--- src/logic/lpmc_pkg.sv ---
// Constants, types and reset values for the low power mode controller
package lpmc_pkg;

  ////////////////////////////////////////////////////////////////////////////
  // Register location and layout
  localparam logic [7:0] PMC_ADDR       = 8'h87;  // power_mode_control SFR address
  localparam int         PMC_IDLE_BIT   = 0;      // idle_request
  localparam int         PMC_STOP_BIT   = 1;      // stop request
  localparam int         PMC_BAUD_BIT   = 7;      // UART baud doubling, kept only
  localparam logic [7:0] PMC_READ_VALUE = 8'h00;  // Write-only register reads as this

  ////////////////////////////////////////////////////////////////////////////
  // Wake sources
  localparam int NUM_EXT_IRQ = 3;  // ext_irq_line_zero .. ext_irq_line_two

  ////////////////////////////////////////////////////////////////////////////
  // Timing: settle time of the high-frequency oscillator after restart
  localparam int CLK_PERIOD_NS  = 20;
  localparam int OSC_SETTLE_NS  = 2000;
  localparam int OSC_SETTLE_CYC = (OSC_SETTLE_NS + CLK_PERIOD_NS - 1) / CLK_PERIOD_NS;
  localparam int SETTLE_W       = $clog2(OSC_SETTLE_CYC + 1);
  localparam logic [SETTLE_W-1:0] SETTLE_ZERO = '0;
  localparam logic [SETTLE_W-1:0] SETTLE_ONE  = SETTLE_W'(1);
  localparam logic [SETTLE_W-1:0] SETTLE_LAST = SETTLE_W'(OSC_SETTLE_CYC - 1);

  ////////////////////////////////////////////////////////////////////////////
  // Operating modes
  typedef enum logic [1:0] {
    LPMC_RUN,
    LPMC_IDLE,
    LPMC_STOP,
    LPMC_OSC_START
  } lpmc_mode_type;

  // Controller state
  typedef struct packed {
    lpmc_mode_type         mode;
    logic                  baud_double;
    logic [SETTLE_W-1:0]   settle;
    logic [7:0]            rdata;
    logic                  halt;
    logic                  hf_en;
    logic                  sys_clk_en;
    logic                  lf_en;
    logic                  wdt_en;
    logic                  wake_pulse;
  } lpmc_state_type;

  localparam lpmc_state_type LPMC_STATE_RESET = '{
    mode:        LPMC_RUN,
    baud_double: 1'b0,
    settle:      SETTLE_ZERO,
    rdata:       PMC_READ_VALUE,
    halt:        1'b0,
    hf_en:       1'b1,
    sys_clk_en:  1'b1,
    lf_en:       1'b1,
    wdt_en:      1'b1,
    wake_pulse:  1'b0
  };

  // Wake detector state
  typedef struct packed {
    logic stop_wake;
    logic idle_wake;
  } lpmc_wake_state_type;

  localparam lpmc_wake_state_type LPMC_WAKE_RESET = '{stop_wake: 1'b0, idle_wake: 1'b0};

endpackage

--- src/logic/lpmc_wake_if.sv ---
// Wake indications passed from the wake detector to the mode controller
`timescale 1ns/1ps
interface lpmc_wake_if;
  logic stop_wake;
  logic idle_wake;

  modport src  (output stop_wake, output idle_wake);
  modport sink (input  stop_wake, input  idle_wake);
endinterface

--- src/logic/lpmc_wake_detect.sv ---
// Registered wake source detector for STOP and IDLE exit
`timescale 1ns/1ps
module lpmc_wake_detect
  import lpmc_pkg::*;
(
  // Clock and reset
  input  wire logic                        clk_i,
  input  wire logic                        sys_rst_i,
  input  wire logic                        ce_i,
  // Wake sources
  input  wire logic [lpmc_pkg::NUM_EXT_IRQ-1:0] ext_irq_i,
  input  wire logic                        lf_timer_irq_i,
  input  wire logic                        ext_reset_req_i,
  input  wire logic                        irq_pending_i,
  // To the controller
  lpmc_wake_if.src                         wake
);

  lpmc_wake_state_type q, d;
  logic [NUM_EXT_IRQ+1:0] stop_src;

  // True when any bit of a source vector is set
  function automatic logic lpmc_any(input logic [NUM_EXT_IRQ+1:0] v);
    logic r;
    r = 1'b0;
    for (int i = 0; i <= NUM_EXT_IRQ + 1; i++) begin
      r = r | v[i];
    end
    return r;
  endfunction

  // Sources able to leave STOP: external lines, low_freq_timer, reset input
  assign stop_src = {ext_reset_req_i, lf_timer_irq_i, ext_irq_i};

  // Next wake indications
  always_comb begin
    d           = q;
    d.stop_wake = lpmc_any(stop_src);
    d.idle_wake = irq_pending_i | lpmc_any(stop_src);
  end

  // State register
  always_ff @(posedge clk_i) begin
    if (sys_rst_i) begin
      q <= LPMC_WAKE_RESET;
    end else if (ce_i) begin
      q <= d;
    end
  end

  assign wake.stop_wake = q.stop_wake;
  assign wake.idle_wake = q.idle_wake;

endmodule

--- src/logic/lpmc_top.sv ---
// Low power mode controller: power_mode_control SFR, IDLE and STOP sequencing
//
// Operation
// - Stop bit write halts fast clock, enters STOP
// - STOP exits only on ext IRQ, timer, reset
// - Idle bit write halts CPU, clocks keep running
// - IDLE exits on any enabled interrupt request
// - Register at 87H is write-only, reads zero
// - In STOP, slow oscillator and watchdog follow configuration
// - Request bits reset to zero, normal mode
// - Low-frequency timer interrupt wakes from STOP
`timescale 1ns/1ps
module lpmc_top
  import lpmc_pkg::*;
(
  // Clock, reset and clock enable
  input  wire logic                             clk_i,
  input  wire logic                             sys_rst_i,
  input  wire logic                             ce_i,
  // SFR access from the CPU core
  input  wire logic                             sfr_wr_i,
  input  wire logic                             sfr_rd_i,
  input  wire logic [7:0]                       sfr_addr_i,
  input  wire logic [7:0]                       sfr_wdata_i,
  output logic      [7:0]                       sfr_rdata_o,
  // Wake sources
  input  wire logic [lpmc_pkg::NUM_EXT_IRQ-1:0] ext_irq_i,
  input  wire logic                             lf_timer_irq_i,
  input  wire logic                             ext_reset_req_i,
  input  wire logic                             irq_pending_i,
  // Oscillator status and STOP configuration
  input  wire logic                             hf_osc_ready_i,
  input  wire logic                             cfg_lf_run_stop_i,
  input  wire logic                             cfg_wdt_run_stop_i,
  // Clock and core control
  output logic                                  cpu_halt_o,
  output logic                                  hf_osc_en_o,
  output logic                                  sys_clk_en_o,
  output logic                                  lf_osc_en_o,
  output logic                                  wdt_en_o,
  output logic                                  baud_double_o,
  output logic                                  wake_pulse_o,
  output lpmc_pkg::lpmc_mode_type               mode_o
);

  lpmc_state_type q, d;
  logic           pmc_wr;
  logic           pmc_rd;
  logic           low_power;

  lpmc_wake_if wake_bus ();

  ////////////////////////////////////////////////////////////////////////////
  // Wake source detector
  lpmc_wake_detect u_wake (
    .clk_i           (clk_i),
    .sys_rst_i       (sys_rst_i),
    .ce_i            (ce_i),
    .ext_irq_i       (ext_irq_i),
    .lf_timer_irq_i  (lf_timer_irq_i),
    .ext_reset_req_i (ext_reset_req_i),
    .irq_pending_i   (irq_pending_i),
    .wake            (wake_bus.src)
  );

  ////////////////////////////////////////////////////////////////////////////
  // SFR decode
  assign pmc_wr = sfr_wr_i && (sfr_addr_i == PMC_ADDR);
  assign pmc_rd = sfr_rd_i && (sfr_addr_i == PMC_ADDR);

  ////////////////////////////////////////////////////////////////////////////
  // Next state and registered outputs
  always_comb begin
    d            = q;
    d.wake_pulse = 1'b0;
    low_power    = 1'b0;
    if (pmc_rd) begin
      d.rdata = PMC_READ_VALUE;
    end
    unique case (q.mode)
      LPMC_RUN: begin
        // Only a running core can write; stop wins over idle
        if (pmc_wr) begin
          d.baud_double = sfr_wdata_i[PMC_BAUD_BIT];
          if (sfr_wdata_i[PMC_STOP_BIT]) begin
            d.mode = LPMC_STOP;
          end else if (sfr_wdata_i[PMC_IDLE_BIT]) begin
            d.mode = LPMC_IDLE;
          end
        end
      end
      LPMC_IDLE: begin
        if (wake_bus.idle_wake) begin
          d.mode       = LPMC_RUN;
          d.wake_pulse = 1'b1;
        end
      end
      LPMC_STOP: begin
        if (wake_bus.stop_wake) begin
          d.mode   = LPMC_OSC_START;
          d.settle = SETTLE_ZERO;
        end
      end
      LPMC_OSC_START: begin
        // Count stable oscillator cycles before releasing the core clock
        if (!hf_osc_ready_i) begin
          d.settle = SETTLE_ZERO;
        end else if (q.settle == SETTLE_LAST) begin
          d.mode       = LPMC_RUN;
          d.wake_pulse = 1'b1;
        end else begin
          d.settle = q.settle + SETTLE_ONE;
        end
      end
    endcase
    // Clock controls follow the mode being entered
    low_power    = (d.mode == LPMC_STOP) || (d.mode == LPMC_OSC_START);
    d.halt       = (d.mode != LPMC_RUN);
    d.hf_en      = (d.mode != LPMC_STOP);
    d.sys_clk_en = (d.mode == LPMC_RUN) || (d.mode == LPMC_IDLE);
    d.lf_en      = low_power ? cfg_lf_run_stop_i : 1'b1;
    d.wdt_en     = low_power ? cfg_wdt_run_stop_i : 1'b1;
  end

  // State register, frozen while the clock enable is low
  always_ff @(posedge clk_i) begin
    if (sys_rst_i) begin
      q <= LPMC_STATE_RESET;
    end else if (ce_i) begin
      q <= d;
    end
  end

  // Outputs straight from the state register
  assign sfr_rdata_o   = q.rdata;
  assign cpu_halt_o    = q.halt;
  assign hf_osc_en_o   = q.hf_en;
  assign sys_clk_en_o  = q.sys_clk_en;
  assign lf_osc_en_o   = q.lf_en;
  assign wdt_en_o      = q.wdt_en;
  assign baud_double_o = q.baud_double;
  assign wake_pulse_o  = q.wake_pulse;
  assign mode_o        = q.mode;
endmodule

--- config.mk ---
export PLATFORM = sky130hd
export DESIGN_NAME = lpmc_top
export DESIGN_NICKNAME = d
export VERILOG_FILES = /design/src/logic/lpmc_pkg.sv /design/src/logic/lpmc_wake_if.sv /design/src/logic/lpmc_wake_detect.sv /design/src/logic/lpmc_top.sv
export SDC_FILE = /design/constraint.sdc
export NUM_CORES = 1
export LEC_CHECK = 0
export BUFFER_PORTS_ARGS = -buffer_cell sky130_fd_sc_hd__buf_2
export CAP_MARGIN = 20
export CORE_ASPECT_RATIO = 0.75
export CORE_MARGIN = 10
export CORE_UTILIZATION = 48
export CTS_BUF_LIST = sky130_fd_sc_hd__clkbuf_2 sky130_fd_sc_hd__clkbuf_4 sky130_fd_sc_hd__clkbuf_8
export CTS_CLUSTER_SIZE = 30
export DETAILED_ROUTE_END_ITERATION = 8
export MAX_ROUTING_LAYER = met4
export PLACE_DENSITY = 0.93
export SETUP_SLACK_MARGIN = 0.02
export SYNTH_ARGS = -nofsm -noshare
export SYNTH_HDL_FRONTEND = slang
export SYNTH_SLANG_ARGS = --single-unit
--- constraint.sdc ---
create_clock -name clk_i -period 2.1 [get_ports clk_i]
set_input_delay 0.42 -clock clk_i [delete_from_list [all_inputs] [get_ports clk_i]]
set_output_delay 0.42 -clock clk_i [all_outputs]
set_load 0.005 [all_outputs]
==> results of run 1 <==
==> worst max path at each step <==
stage	end	cells past startpoint	slack, ps	startpoint
3_3_place_gp	hf_osc_en_o$_SDFFE_PP1P_	5	490	ce_i
3_5_place_dp	hf_osc_en_o$_SDFFE_PP1P_	5	440	ce_i
6_report	cpu_halt_o$_SDFFE_PP0P_	4	520	q[18]$_SDFFE_PP0P_
4_1_cts	cpu_halt_o$_SDFFE_PP0P_	4	520	q[18]$_SDFFE_PP0P_
5_1_grt	cpu_halt_o$_SDFFE_PP0P_	5	420	q[14]$_SDFFE_PP0P_
2_1_floorplan	cpu_halt_o$_SDFFE_PP0P_	5	600	mode_o[0]$_SDFFE_PP0P_
==> power groups by stage <==
stage	Sequential (uW)	Combinational [uW]	Clock, uW
2_1_floorplan	358	50.8	0
3_3_place_gp	358	61.0	0
3_5_place_dp	358	64.7	0
4_1_cts	351	64.9	217
5_1_grt	352	72.7	231
6_report	351	65.5	208
==> layout by cell type (no fill, tap or decap), types with 3 or more instances in the layout <==
master | Yosys | routed
buf_2 | 0 | 32
dfxtp_1 | 18 | 18
nor2_1 | 15 | 15
conb_1 | 1 | 8
a21oi_1 | 7 | 7
xnor2_1 | 5 | 5
o21bai_1 | 4 | 4
nor3_1 | 4 | 4
nand4_1 | 3 | 3
nand3_1 | 3 | 3
a211oi_1 | 3 | 3
nand2_1 | 3 | 3
clkbuf_4 | 0 | 3
==> synthesized netlist by cell type (3+ instances only) <==
library cell   n
a21oi_1        7
dfxtp_1       18
o21bai_1       4
nor3_1         4
a211oi_1       3
xnor2_1        5
nand4_1        3
nand2_1        3
nor2_1        15
buf_4         10
nand3_1        3
==> sequential cells by signal, indices dropped and copies added, names as in the netlist <==
signal                 count
hf_osc_en_o                1
q                          7
lf_osc_en_o                1
wake_pulse_o               1
baud_double_o              1
u_wake.wake.idle_wake      1
sys_clk_en_o               1
mode_o                     2
u_wake.wake.stop_wake      1
cpu_halt_o                 1
wdt_en_o                   1
==> layer usage <==
layer	GRT usage	vias to the layer above	part of all wire
met3	0.0513	4	0.097
met1	0.119	424	0.37
met4	0.0432	0	0.013
met2	0.214	39	0.52
met5	-	-	0
li1	-	443	-
==> critical path, delay by kind of cell, from the launching register on <==
| kind | cells | cell delay (ps) |
|---|---|---|
| compound gates | 2 | 320 |
| simple gates | 2 | 760 |
| flops | 1 | 370 |
==> kinds of logic (layout without fill, tap and decap cells) <==
logic type | Yosys count | count (layout) | synth area share
mux | 1 | 1 | 0.00983
flops | 18 | 18 | 0.354
compound gates | 25 | 25 | 0.183
fa+ha+maj | 1 | 1 | 0.0123
simple gates | 44 | 44 | 0.259
xor+xnor | 6 | 6 | 0.0516
buf+inv | 17 | 39 | 0.127
other cells | 1 | 8 | 0.00368
==> cell type report <==
type / instances / area, um2 / share of cell area
inverter: 2 / 7.51 / 0.00649
clock buffer: 4 / 36.3 / 0.0314
multi-input combinational: 85 / 556 / 0.480
timing repair buffer: 33 / 168 / 0.145
tap: 24 / 30.0 / 0.0259
sequential: 18 / 360 / 0.311
==> metrics by stage <==
step,worst slack (ps),area (um2)
floorplan,601,1040
global placement,488,1120
detailed placement,443,1120
CTS,525,1160
global route,420,1160
finish,517,1160
==> flow_summary.json, run 1 <==
{
  "status": "finished, final reports clean",
  "dieArea_um2": 4380,
  "reg2reg_slack_ps": 520,
  "async_flop_share": 0,
  "clock_skew_ps": 3.31,
  "power_frac_clock": 0.333,
  "hold_violations": 0,
  "wirelength_um": 2480,
  "htree_levels": 1,
  "grt_max_degree": 22,
  "cts_tree": "done",
  "post-route-period-util": 0.754,
  "cts_hold_buf": 0,
  "grtUsageTotal": 0.122,
  "synthToLayoutAreaGrowth_pct": 13.6,
  "critPathMaxStageDelay_ps": 560,
  "dp_hpwl_um": 2090,
  "clockBufferDepth": 2,
  "setup_viol_count_final": 0,
  "antenna_found_initial": 0,
  "finalCriticalPeriod_ps": 1580,
  "p_sw_uw": 140,
  "yosysTopAreaCell": "dfxtp_1",
  "end_kind": "register",
  "nets": 174,
  "yosysUniqueCellTypes": 44,
  "syn_area_per_cell_um2": 9.01,
  "core_um2": 2010,
  "max-vdd-ir-drop_mv": 0.556,
  "synth_edf_count": 0,
  "drt-initial-drc-count": 81,
  "ys_ff_latch": 18,
  "place_inst": 162,
  "fp-row-count": 14,
  "grt_pass1_wl_um": 4280,
  "p_per_area_nw_per_um2": 539,
  "swShare": 0.224,
  "r2r_start": "q[18]$_SDFFE_PP0P_",
  "ant_nets": 0,
  "drcViolationCount": 0,
  "first_global_vias": 997,
  "wl_per_cell_um": 14.9,
  "synthTopCellsByArea": "dfxtp_1 (35%), buf_4 (7.4%), nor2_1 (5.5%)",
  "hp-start": "cfg_lf_run_stop_i",
  "start_util": 0.506,
  "path_class": "reg -> reg",
  "syn_area_um2": 1020,
  "fillers": 186,
  "tns_ps": 0,
  "ys.flop_type": "dfxtp_1",
  "io_pins": 47,
  "hold_slack_ps": 383,
  "whs_path_depth": 3,
  "die_w_um": 73.2,
  "p_total_uw": 624,
  "grt-ovfl-total": 0,
  "r2r-end": "cpu_halt_o$_SDFFE_PP0P_",
  "yosys_warnings": 0,
  "cp.arrival_ps": 1750,
  "firstDrtPassIters": 4,
  "die_h_um": 59.9,
  "globalplace.congestion": 0.863,
  "fin_util": 0.575,
  "ys_seq_area_frac": 0.354,
  "cts-root-buf": "clkbuf_4",
  "reg2regPathDepth": 4,
  "fin_cells": 166,
  "maxSlewViolCount": 0,
  "power_frac_seq": 0.562,
  "max_freq_mhz": 632,
  "viasPerCell": 5.48,
  "synth_top_area_share": 0.354,
  "diodes": 0,
  "hold_path_class": "in -> reg",
  "min_to": "lf_osc_en_o$_SDFFE_PP1P_",
  "path_clk_slew_ps": 100,
  "clk_latency_ps": 290,
  "clock_sinks": 18,
  "pwr-share-comb": 0.105,
  "vias": 910,
  "drive_gt1_frac": 0.331,
  "cts_resized": 0,
  "rsz0062_at_grt": "false",
  "p_leak_uw": 0.000503,
  "crit_chain": "or4b_4 > o211ai_2 > and2_4 > a41oi_2",
  "critPathSlowestCell": "or4b_4",
  "postSynthCellCount": 113,
  "cp-start-kind": "register",
  "port_buffers": 32,
  "cp_max_fo": 5,
  "cap_violations": 0,
  "cts_buffers": 3,
  "postCtsSetupBuffers": 0,
  "p_int_uw": 485,
  "required_ps": 2270
}
No activity file was read; power rests on OpenSTA's default activity.
==> inputs of run 2 (changes only) <==
--- a/config.mk
+++ b/config.mk
@@ -5,16 +5,17 @@
 export SDC_FILE = /design/constraint.sdc
 export NUM_CORES = 1
 export LEC_CHECK = 0
+export ABC_AREA = 1
 export BUFFER_PORTS_ARGS = -buffer_cell sky130_fd_sc_hd__buf_2
 export CAP_MARGIN = 20
 export CORE_ASPECT_RATIO = 0.75
 export CORE_MARGIN = 10
-export CORE_UTILIZATION = 48
+export CORE_UTILIZATION = 43
 export CTS_BUF_LIST = sky130_fd_sc_hd__clkbuf_2 sky130_fd_sc_hd__clkbuf_4 sky130_fd_sc_hd__clkbuf_8
 export CTS_CLUSTER_SIZE = 30
 export DETAILED_ROUTE_END_ITERATION = 8
 export MAX_ROUTING_LAYER = met4
-export PLACE_DENSITY = 0.93
+export PLACE_DENSITY = 0.88
 export SETUP_SLACK_MARGIN = 0.02
 export SYNTH_ARGS = -nofsm -noshare
 export SYNTH_HDL_FRONTEND = slang
==> constraint.sdc (replaced) <==
create_clock -name clk_i -period 1.3 [get_ports clk_i]
set_input_delay 0.26 -clock clk_i [delete_from_list [all_inputs] [get_ports clk_i]]
set_output_delay 0.26 -clock clk_i [all_outputs]
set_load 0.005 [all_outputs]
==> flow_summary.json, run 2 <==
{
  "syn_area_um2": 1040,
  "yosysTopAreaCell": "dfxtp_1",
  "rsz0062_at_grt": "true",
  "tns_ps": -1060,
  "clk_latency_ps": 300,
  "clock_skew_ps": 11.9,
  "wl_per_cell_um": 12.9,
  "nets": 243,
  "hold_violations": 0,
  "place_inst": 237,
  "cts_tree": "done",
  "synthTopCellsByArea": "dfxtp_1 (35%), nand2_1 (14%), buf_4 (7.2%)",
  "port_buffers": 32,
  "start_util": 0.450,
  "grt_max_degree": 12,
  "use_met2": 0.209,
  "cts_buffers": 3,
  "multi_input_area_um2": 661,
  "p_per_area_nw_per_um2": 656,
  "vias": 1146,
  "synthToLayoutAreaGrowth_pct": 49.2,
  "grt_pass1_wl_um": 4860,
  "largest_register_ffs": 7,
  "dieArea_um2": 4800,
  "post-route-period-util": 1.10,
  "met3_usage": 0.0560,
  "mostFrequentLayoutCells": "buf_2 (32), nand2_1 (31), buf_4 (18)",
  "cts_hold_buf": 0,
  "hold_path_class": "in -> reg",
  "synth_edf_count": 0,
  "fin_cells": 245,
  "io_pins": 47,
  "fillers": 193,
  "ys_seq_area_frac": 0.347,
  "clock_sinks": 18,
  "setup_viol_count_final": 14,
  "cts-root-buf": "clkbuf_4",
  "first_global_vias": 1135,
  "maxSlewViolCount": 0,
  "cp.arrival_ps": 1610,
  "ys_ff_latch": 18,
  "drive_gt1_frac": 0.464,
  "largest_register": "q",
  "cp-start-kind": "register",
  "core_um2": 2310,
  "grt-ovfl-total": 0,
  "path_clk_slew_ps": 110,
  "gr-max-usage-layer": "met2",
  "antenna_found_initial": 0,
  "cap_violations": 0,
  "drt-initial-drc-count": 83,
  "htree_levels": 1,
  "failed_checks": "setup timing",
  "yosysUniqueCellTypes": 27,
  "path_class": "reg -> reg",
  "clockBufferDepth": 2,
  "fin_ws_ps": -126,
  "cp_max_fo": 6,
  "dp_hpwl_um": 2330,
  "required_ps": 1490,
  "postSynthCellCount": 157,
  "die_h_um": 62.6,
  "max_freq_mhz": 701,
  "syn_area_per_cell_um2": 6.61,
  "synth_top_area_share": 0.347,
  "status": "finished with violations",
  "p_leak_uw": 0.000726,
  "final-seq-area_um2": 364,
  "finalCriticalPeriod_ps": 1430,
  "diodes": 0,
  "end_kind": "register",
  "max-vdd-ir-drop_mv": 0.718,
  "wirelength_um": 3160,
  "firstDrtPassIters": 4,
  "fp-row-count": 15,
  "globalplace.congestion": 0.866,
  "async_flop_share": 0,
  "yosys_warnings": 0,
  "drcViolationCount": 0,
  "viasPerCell": 4.68,
  "die_w_um": 76.7,
  "mostFrequentLayoutCell": "buf_2",
  "ant_nets": 0,
  "synth_commonest_cells": "nand2_1 (40), dfxtp_1 (18), inv_1 (17), nor2_1 (17)",
  "grtUsageTotal": 0.124,
  "ys.flop_type": "dfxtp_1",
  "synth.most_common_cell": "nand2_1",
  "use_met1": 0.132
}
run 2: path summary, 6_finish.rpt:
check | startpoint | to | slack, ps | cells past startpoint
min reg2reg | baud_double_o$_SDFFE_PP0P_ | baud_double_o$_SDFFE_PP0P_ | 460 | 2
min | cfg_wdt_run_stop_i | wdt_en_o$_SDFFE_PP1P_ | 180 | 3
max reg2reg | q[15]$_SDFFE_PP0P_ | cpu_halt_o$_SDFFE_PP0P_ | -130 | 11
max | q[15]$_SDFFE_PP0P_ | cpu_halt_o$_SDFFE_PP0P_ | -130 | 11
run 2: layer usage:
layer | up-vias | part of all wire
met5 | - | 0
met2 | 42 | 0.49
met3 | 6 | 0.077
met1 | 512 | 0.42
li1 | 586 | -
met4 | 0 | 0.014
run 2: logic make-up after synthesis:
kind of cell,Yosys count,share of synthesized area
flops,18,0.347
buf+inv,35,0.171
other cells,1,0.00361
simple gates,77,0.328
compound gates,25,0.139
fa+ha+maj,1,0.0120
run 2: timing repair:
| item | 4_1_cts | 5_1_grt |
|---|---|---|
| setup endpoints to repair | 10 | 15 |
| resized for setup | 15 | 22 |
| buffers inserted | 3 | 2 |
| cloned | 0 | 0 |
| pin swaps | 16 | 11 |
| hold endpoints to repair | 0 | 0 |
run 2: final cells by class:
class,count,share of cell area
well taps,34,0.0275
flip-flops and latches,18,0.235
clock buffers,4,0.0234
multi-input cells,111,0.426
inverters,22,0.0533
repair buffers,56,0.234
run 2: through the flow:
| stage | hold slack, ps | setup slack [ps] | instance area [um2] | utilization | total power, uW |
|---|---|---|---|---|---|
| floorplan | 388 | 31.2 | 1080 | - | 630 |
| global placement | 433 | -84.9 | 1340 | 0.579 | 661 |
| detailed placement | 438 | -162 | 1340 | 0.579 | 663 |
| CTS | 167 | -78.3 | 1440 | 0.625 | 1020 |
| global route | 165 | -207 | 1550 | 0.671 | 1060 |
| finish | 177 | -126 | 1550 | 0.671 | 1020 |
run 2: where the power goes:
group,internal [uW],switching (uW)
logic,41.9,55.9
registers,557,3.12
clock network,171,187
run 2: critical path, cell delays in order, from the launching register on:
cell     delay, ps
dfxtp_2        370
ha_4           150
nand2_4         60
nor2_4         160
buf_6          110
nand2_1         50
nand2_1         90
nand2_2         70
nand3_4         90
nand2_1         60
inv_1           50
a21oi_1         50
==> inputs of run 3 (changes only) <==
--- a/config.mk
+++ b/config.mk
@@ -11,12 +11,13 @@
 export CORE_ASPECT_RATIO = 0.75
 export CORE_MARGIN = 10
 export CORE_UTILIZATION = 43
-export CTS_BUF_LIST = sky130_fd_sc_hd__clkbuf_2 sky130_fd_sc_hd__clkbuf_4 sky130_fd_sc_hd__clkbuf_8
+export CTS_BUF_LIST = sky130_fd_sc_hd__clkbuf_8
 export CTS_CLUSTER_SIZE = 30
 export DETAILED_ROUTE_END_ITERATION = 8
 export MAX_ROUTING_LAYER = met4
 export PLACE_DENSITY = 0.88
 export SETUP_SLACK_MARGIN = 0.02
+export SLEW_MARGIN = 20
 export SYNTH_ARGS = -nofsm -noshare
 export SYNTH_HDL_FRONTEND = slang
 export SYNTH_SLANG_ARGS = --single-unit
==> flow_summary.json, run 3 (synthesis results as in run 2) <==
{
  "rsz0062_at_grt": "true",
  "cp-start-kind": "register",
  "use_met2": 0.212,
  "critPathSlowestCell": "dfxtp_2",
  "met3_usage": 0.0503,
  "drt-initial-drc-count": 60,
  "r2r-end": "cpu_halt_o$_SDFFE_PP0P_",
  "use_met1": 0.136,
  "max-vdd-ir-drop_mv": 0.721,
  "diodes": 0,
  "viasPerCell": 4.71,
  "crit_chain": "ha_4 > nand2_4 > nor2_4 > buf_6 > nand2_2 > nand2_2 > nand2_2 > nand3_4 > nand2_1 > inv_1 > a21oi_1",
  "grtUsageTotal": 0.127,
  "fin_ws_ps": -113,
  "nets": 243,
  "p_leak_uw": 0.000720,
  "crit_top_cell": "nand2_2",
  "ant_nets": 0,
  "end_kind": "register",
  "clock_sinks": 18,
  "power_frac_seq": 0.494,
  "wirelength_um": 3300,
  "failed_checks": "setup timing",
  "grt_max_degree": 12,
  "wl_per_cell_um": 13.5,
  "p_sw_uw": 266,
  "post-route-period-util": 1.09,
  "place_area_um2": 1340,
  "antenna_found_initial": 0,
  "fin_util": 0.681,
  "swShare": 0.234,
  "cp_max_fo": 6,
  "grt_pass1_wl_um": 4960,
  "p_int_uw": 870,
  "htree_levels": 1,
  "cap_violations": 0,
  "pwr-share-comb": 0.087,
  "cts_tree": "done",
  "core_um2": 2310,
  "cts_buffers": 3,
  "port_buffers": 32,
  "setup_viol_count_final": 14,
  "cp.arrival_ps": 1560,
  "synthToLayoutAreaGrowth_pct": 51.4,
  "drcViolationCount": 0,
  "fillers": 187,
  "reg2regPathDepth": 11,
  "path_clk_slew_ps": 70,
  "p_per_area_nw_per_um2": 722,
  "power_frac_clock": 0.419,
  "gr-max-usage-layer": "met2",
  "start_util": 0.450,
  "clk_latency_ps": 260,
  "largest_register": "q",
  "mostFrequentLayoutCells": "buf_2 (32), nand2_1 (28), buf_4 (18)",
  "critPathMaxStageDelay_ps": 360,
  "fp-row-count": 15,
  "clockBufferDepth": 2,
  "startpoint": "q[15]$_SDFFE_PP0P_",
  "path_class": "reg -> reg",
  "required_ps": 1450,
  "firstDrtPassIters": 4,
  "hold_violations": 0,
  "worstSetupEndpoint": "cpu_halt_o$_SDFFE_PP0P_",
  "die_w_um": 76.7,
  "grt-ovfl-total": 0,
  "vias": 1155,
  "io_pins": 47,
  "dp_hpwl_um": 2330,
  "fin_area_um2": 1570,
  "reg2reg_slack_ps": -110,
  "dieArea_um2": 4800,
  "drive_gt1_frac": 0.464,
  "die_h_um": 62.6,
  "first_global_vias": 1178,
  "max_freq_mhz": 708,
  "hold_path_class": "in -> reg",
  "largest_register_ffs": 7,
  "r2r_start": "q[15]$_SDFFE_PP0P_",
  "status": "finished with violations",
  "globalplace.congestion": 0.866,
  "clock_skew_ps": 5.18,
  "mostFrequentLayoutCell": "buf_2",
  "cts-root-buf": "clkbuf_8",
  "maxSlewViolCount": 0,
  "finalCriticalPeriod_ps": 1410
}
## run 3: critical path, delay by kind of cell, from the launching register on
kind	cells	cell delay (ps)
AO/OA/AOI/OAI	1	60
buffers and inverters	2	160
flip-flops	1	360
adder cells (fa/ha/maj)	1	150
AND/OR/NAND/NOR	7	560
## run 3: through the flow
stage	total power [uW]	TNS (ps)	setup WS [ps]	hold slack, ps	std cells
6_report	1140	-844	-113	223	245
2_1_floorplan	630	0	31.2	388	164
4_1_cts	1140	-409	-65.1	207	243
5_1_grt	1170	-1950	-187	246	245
3_3_place_gp	661	-534	-84.9	433	237
3_5_place_dp	663	-1000	-162	438	237
## run 3: layout make-up
cell class,instances,area [um2],area share
multi-input cells,111,664,0.422
inverters,22,85.1,0.0541
clock buffers,4,55.1,0.0350
flip-flops and latches,18,363,0.231
well taps,34,42.5,0.0270
repair buffers,56,363,0.231
## run 3: layer usage
metal	vias up	part of all wire
li1	585	-
met1	523	0.42
met2	39	0.49
met3	8	0.069
met4	0	0.022
met5	-	0
## run 3: worst min path at each step
| stage | start | endpoint | slack (ps) | cells past startpoint |
|---|---|---|---|---|
| 6_report | cfg_lf_run_stop_i | lf_osc_en_o$_SDFFE_PP1P_ | 220 | 3 |
| 5_1_grt | cfg_lf_run_stop_i | lf_osc_en_o$_SDFFE_PP1P_ | 250 | 3 |
| 4_1_cts | cfg_wdt_run_stop_i | wdt_en_o$_SDFFE_PP1P_ | 210 | 3 |
| 3_5_place_dp | baud_double_o$_SDFFE_PP0P_ | baud_double_o$_SDFFE_PP0P_ | 440 | 2 |
| 3_3_place_gp | baud_double_o$_SDFFE_PP0P_ | baud_double_o$_SDFFE_PP0P_ | 430 | 2 |
| 2_1_floorplan | cfg_lf_run_stop_i | lf_osc_en_o$_SDFFE_PP1P_ | 390 | 2 |
## run 3: power by group through the flow
stage,Combinational [uW],Clock [uW],Sequential [uW]
2_1_floorplan,57.7,0,573
3_3_place_gp,88.0,0,573
3_5_place_dp,89.9,0,573
4_1_cts,92.6,487,560
5_1_grt,109,499,561
6_report,99.2,476,561
## run 3: what timing repair did
item,4_1_cts,5_1_grt
hold endpoints to repair,0,0
pin swaps,16,14
resized for setup,17,21
setup endpoints to repair,10,14
cloned,0,0
hold buffers,0,0
setup buffers,3,2
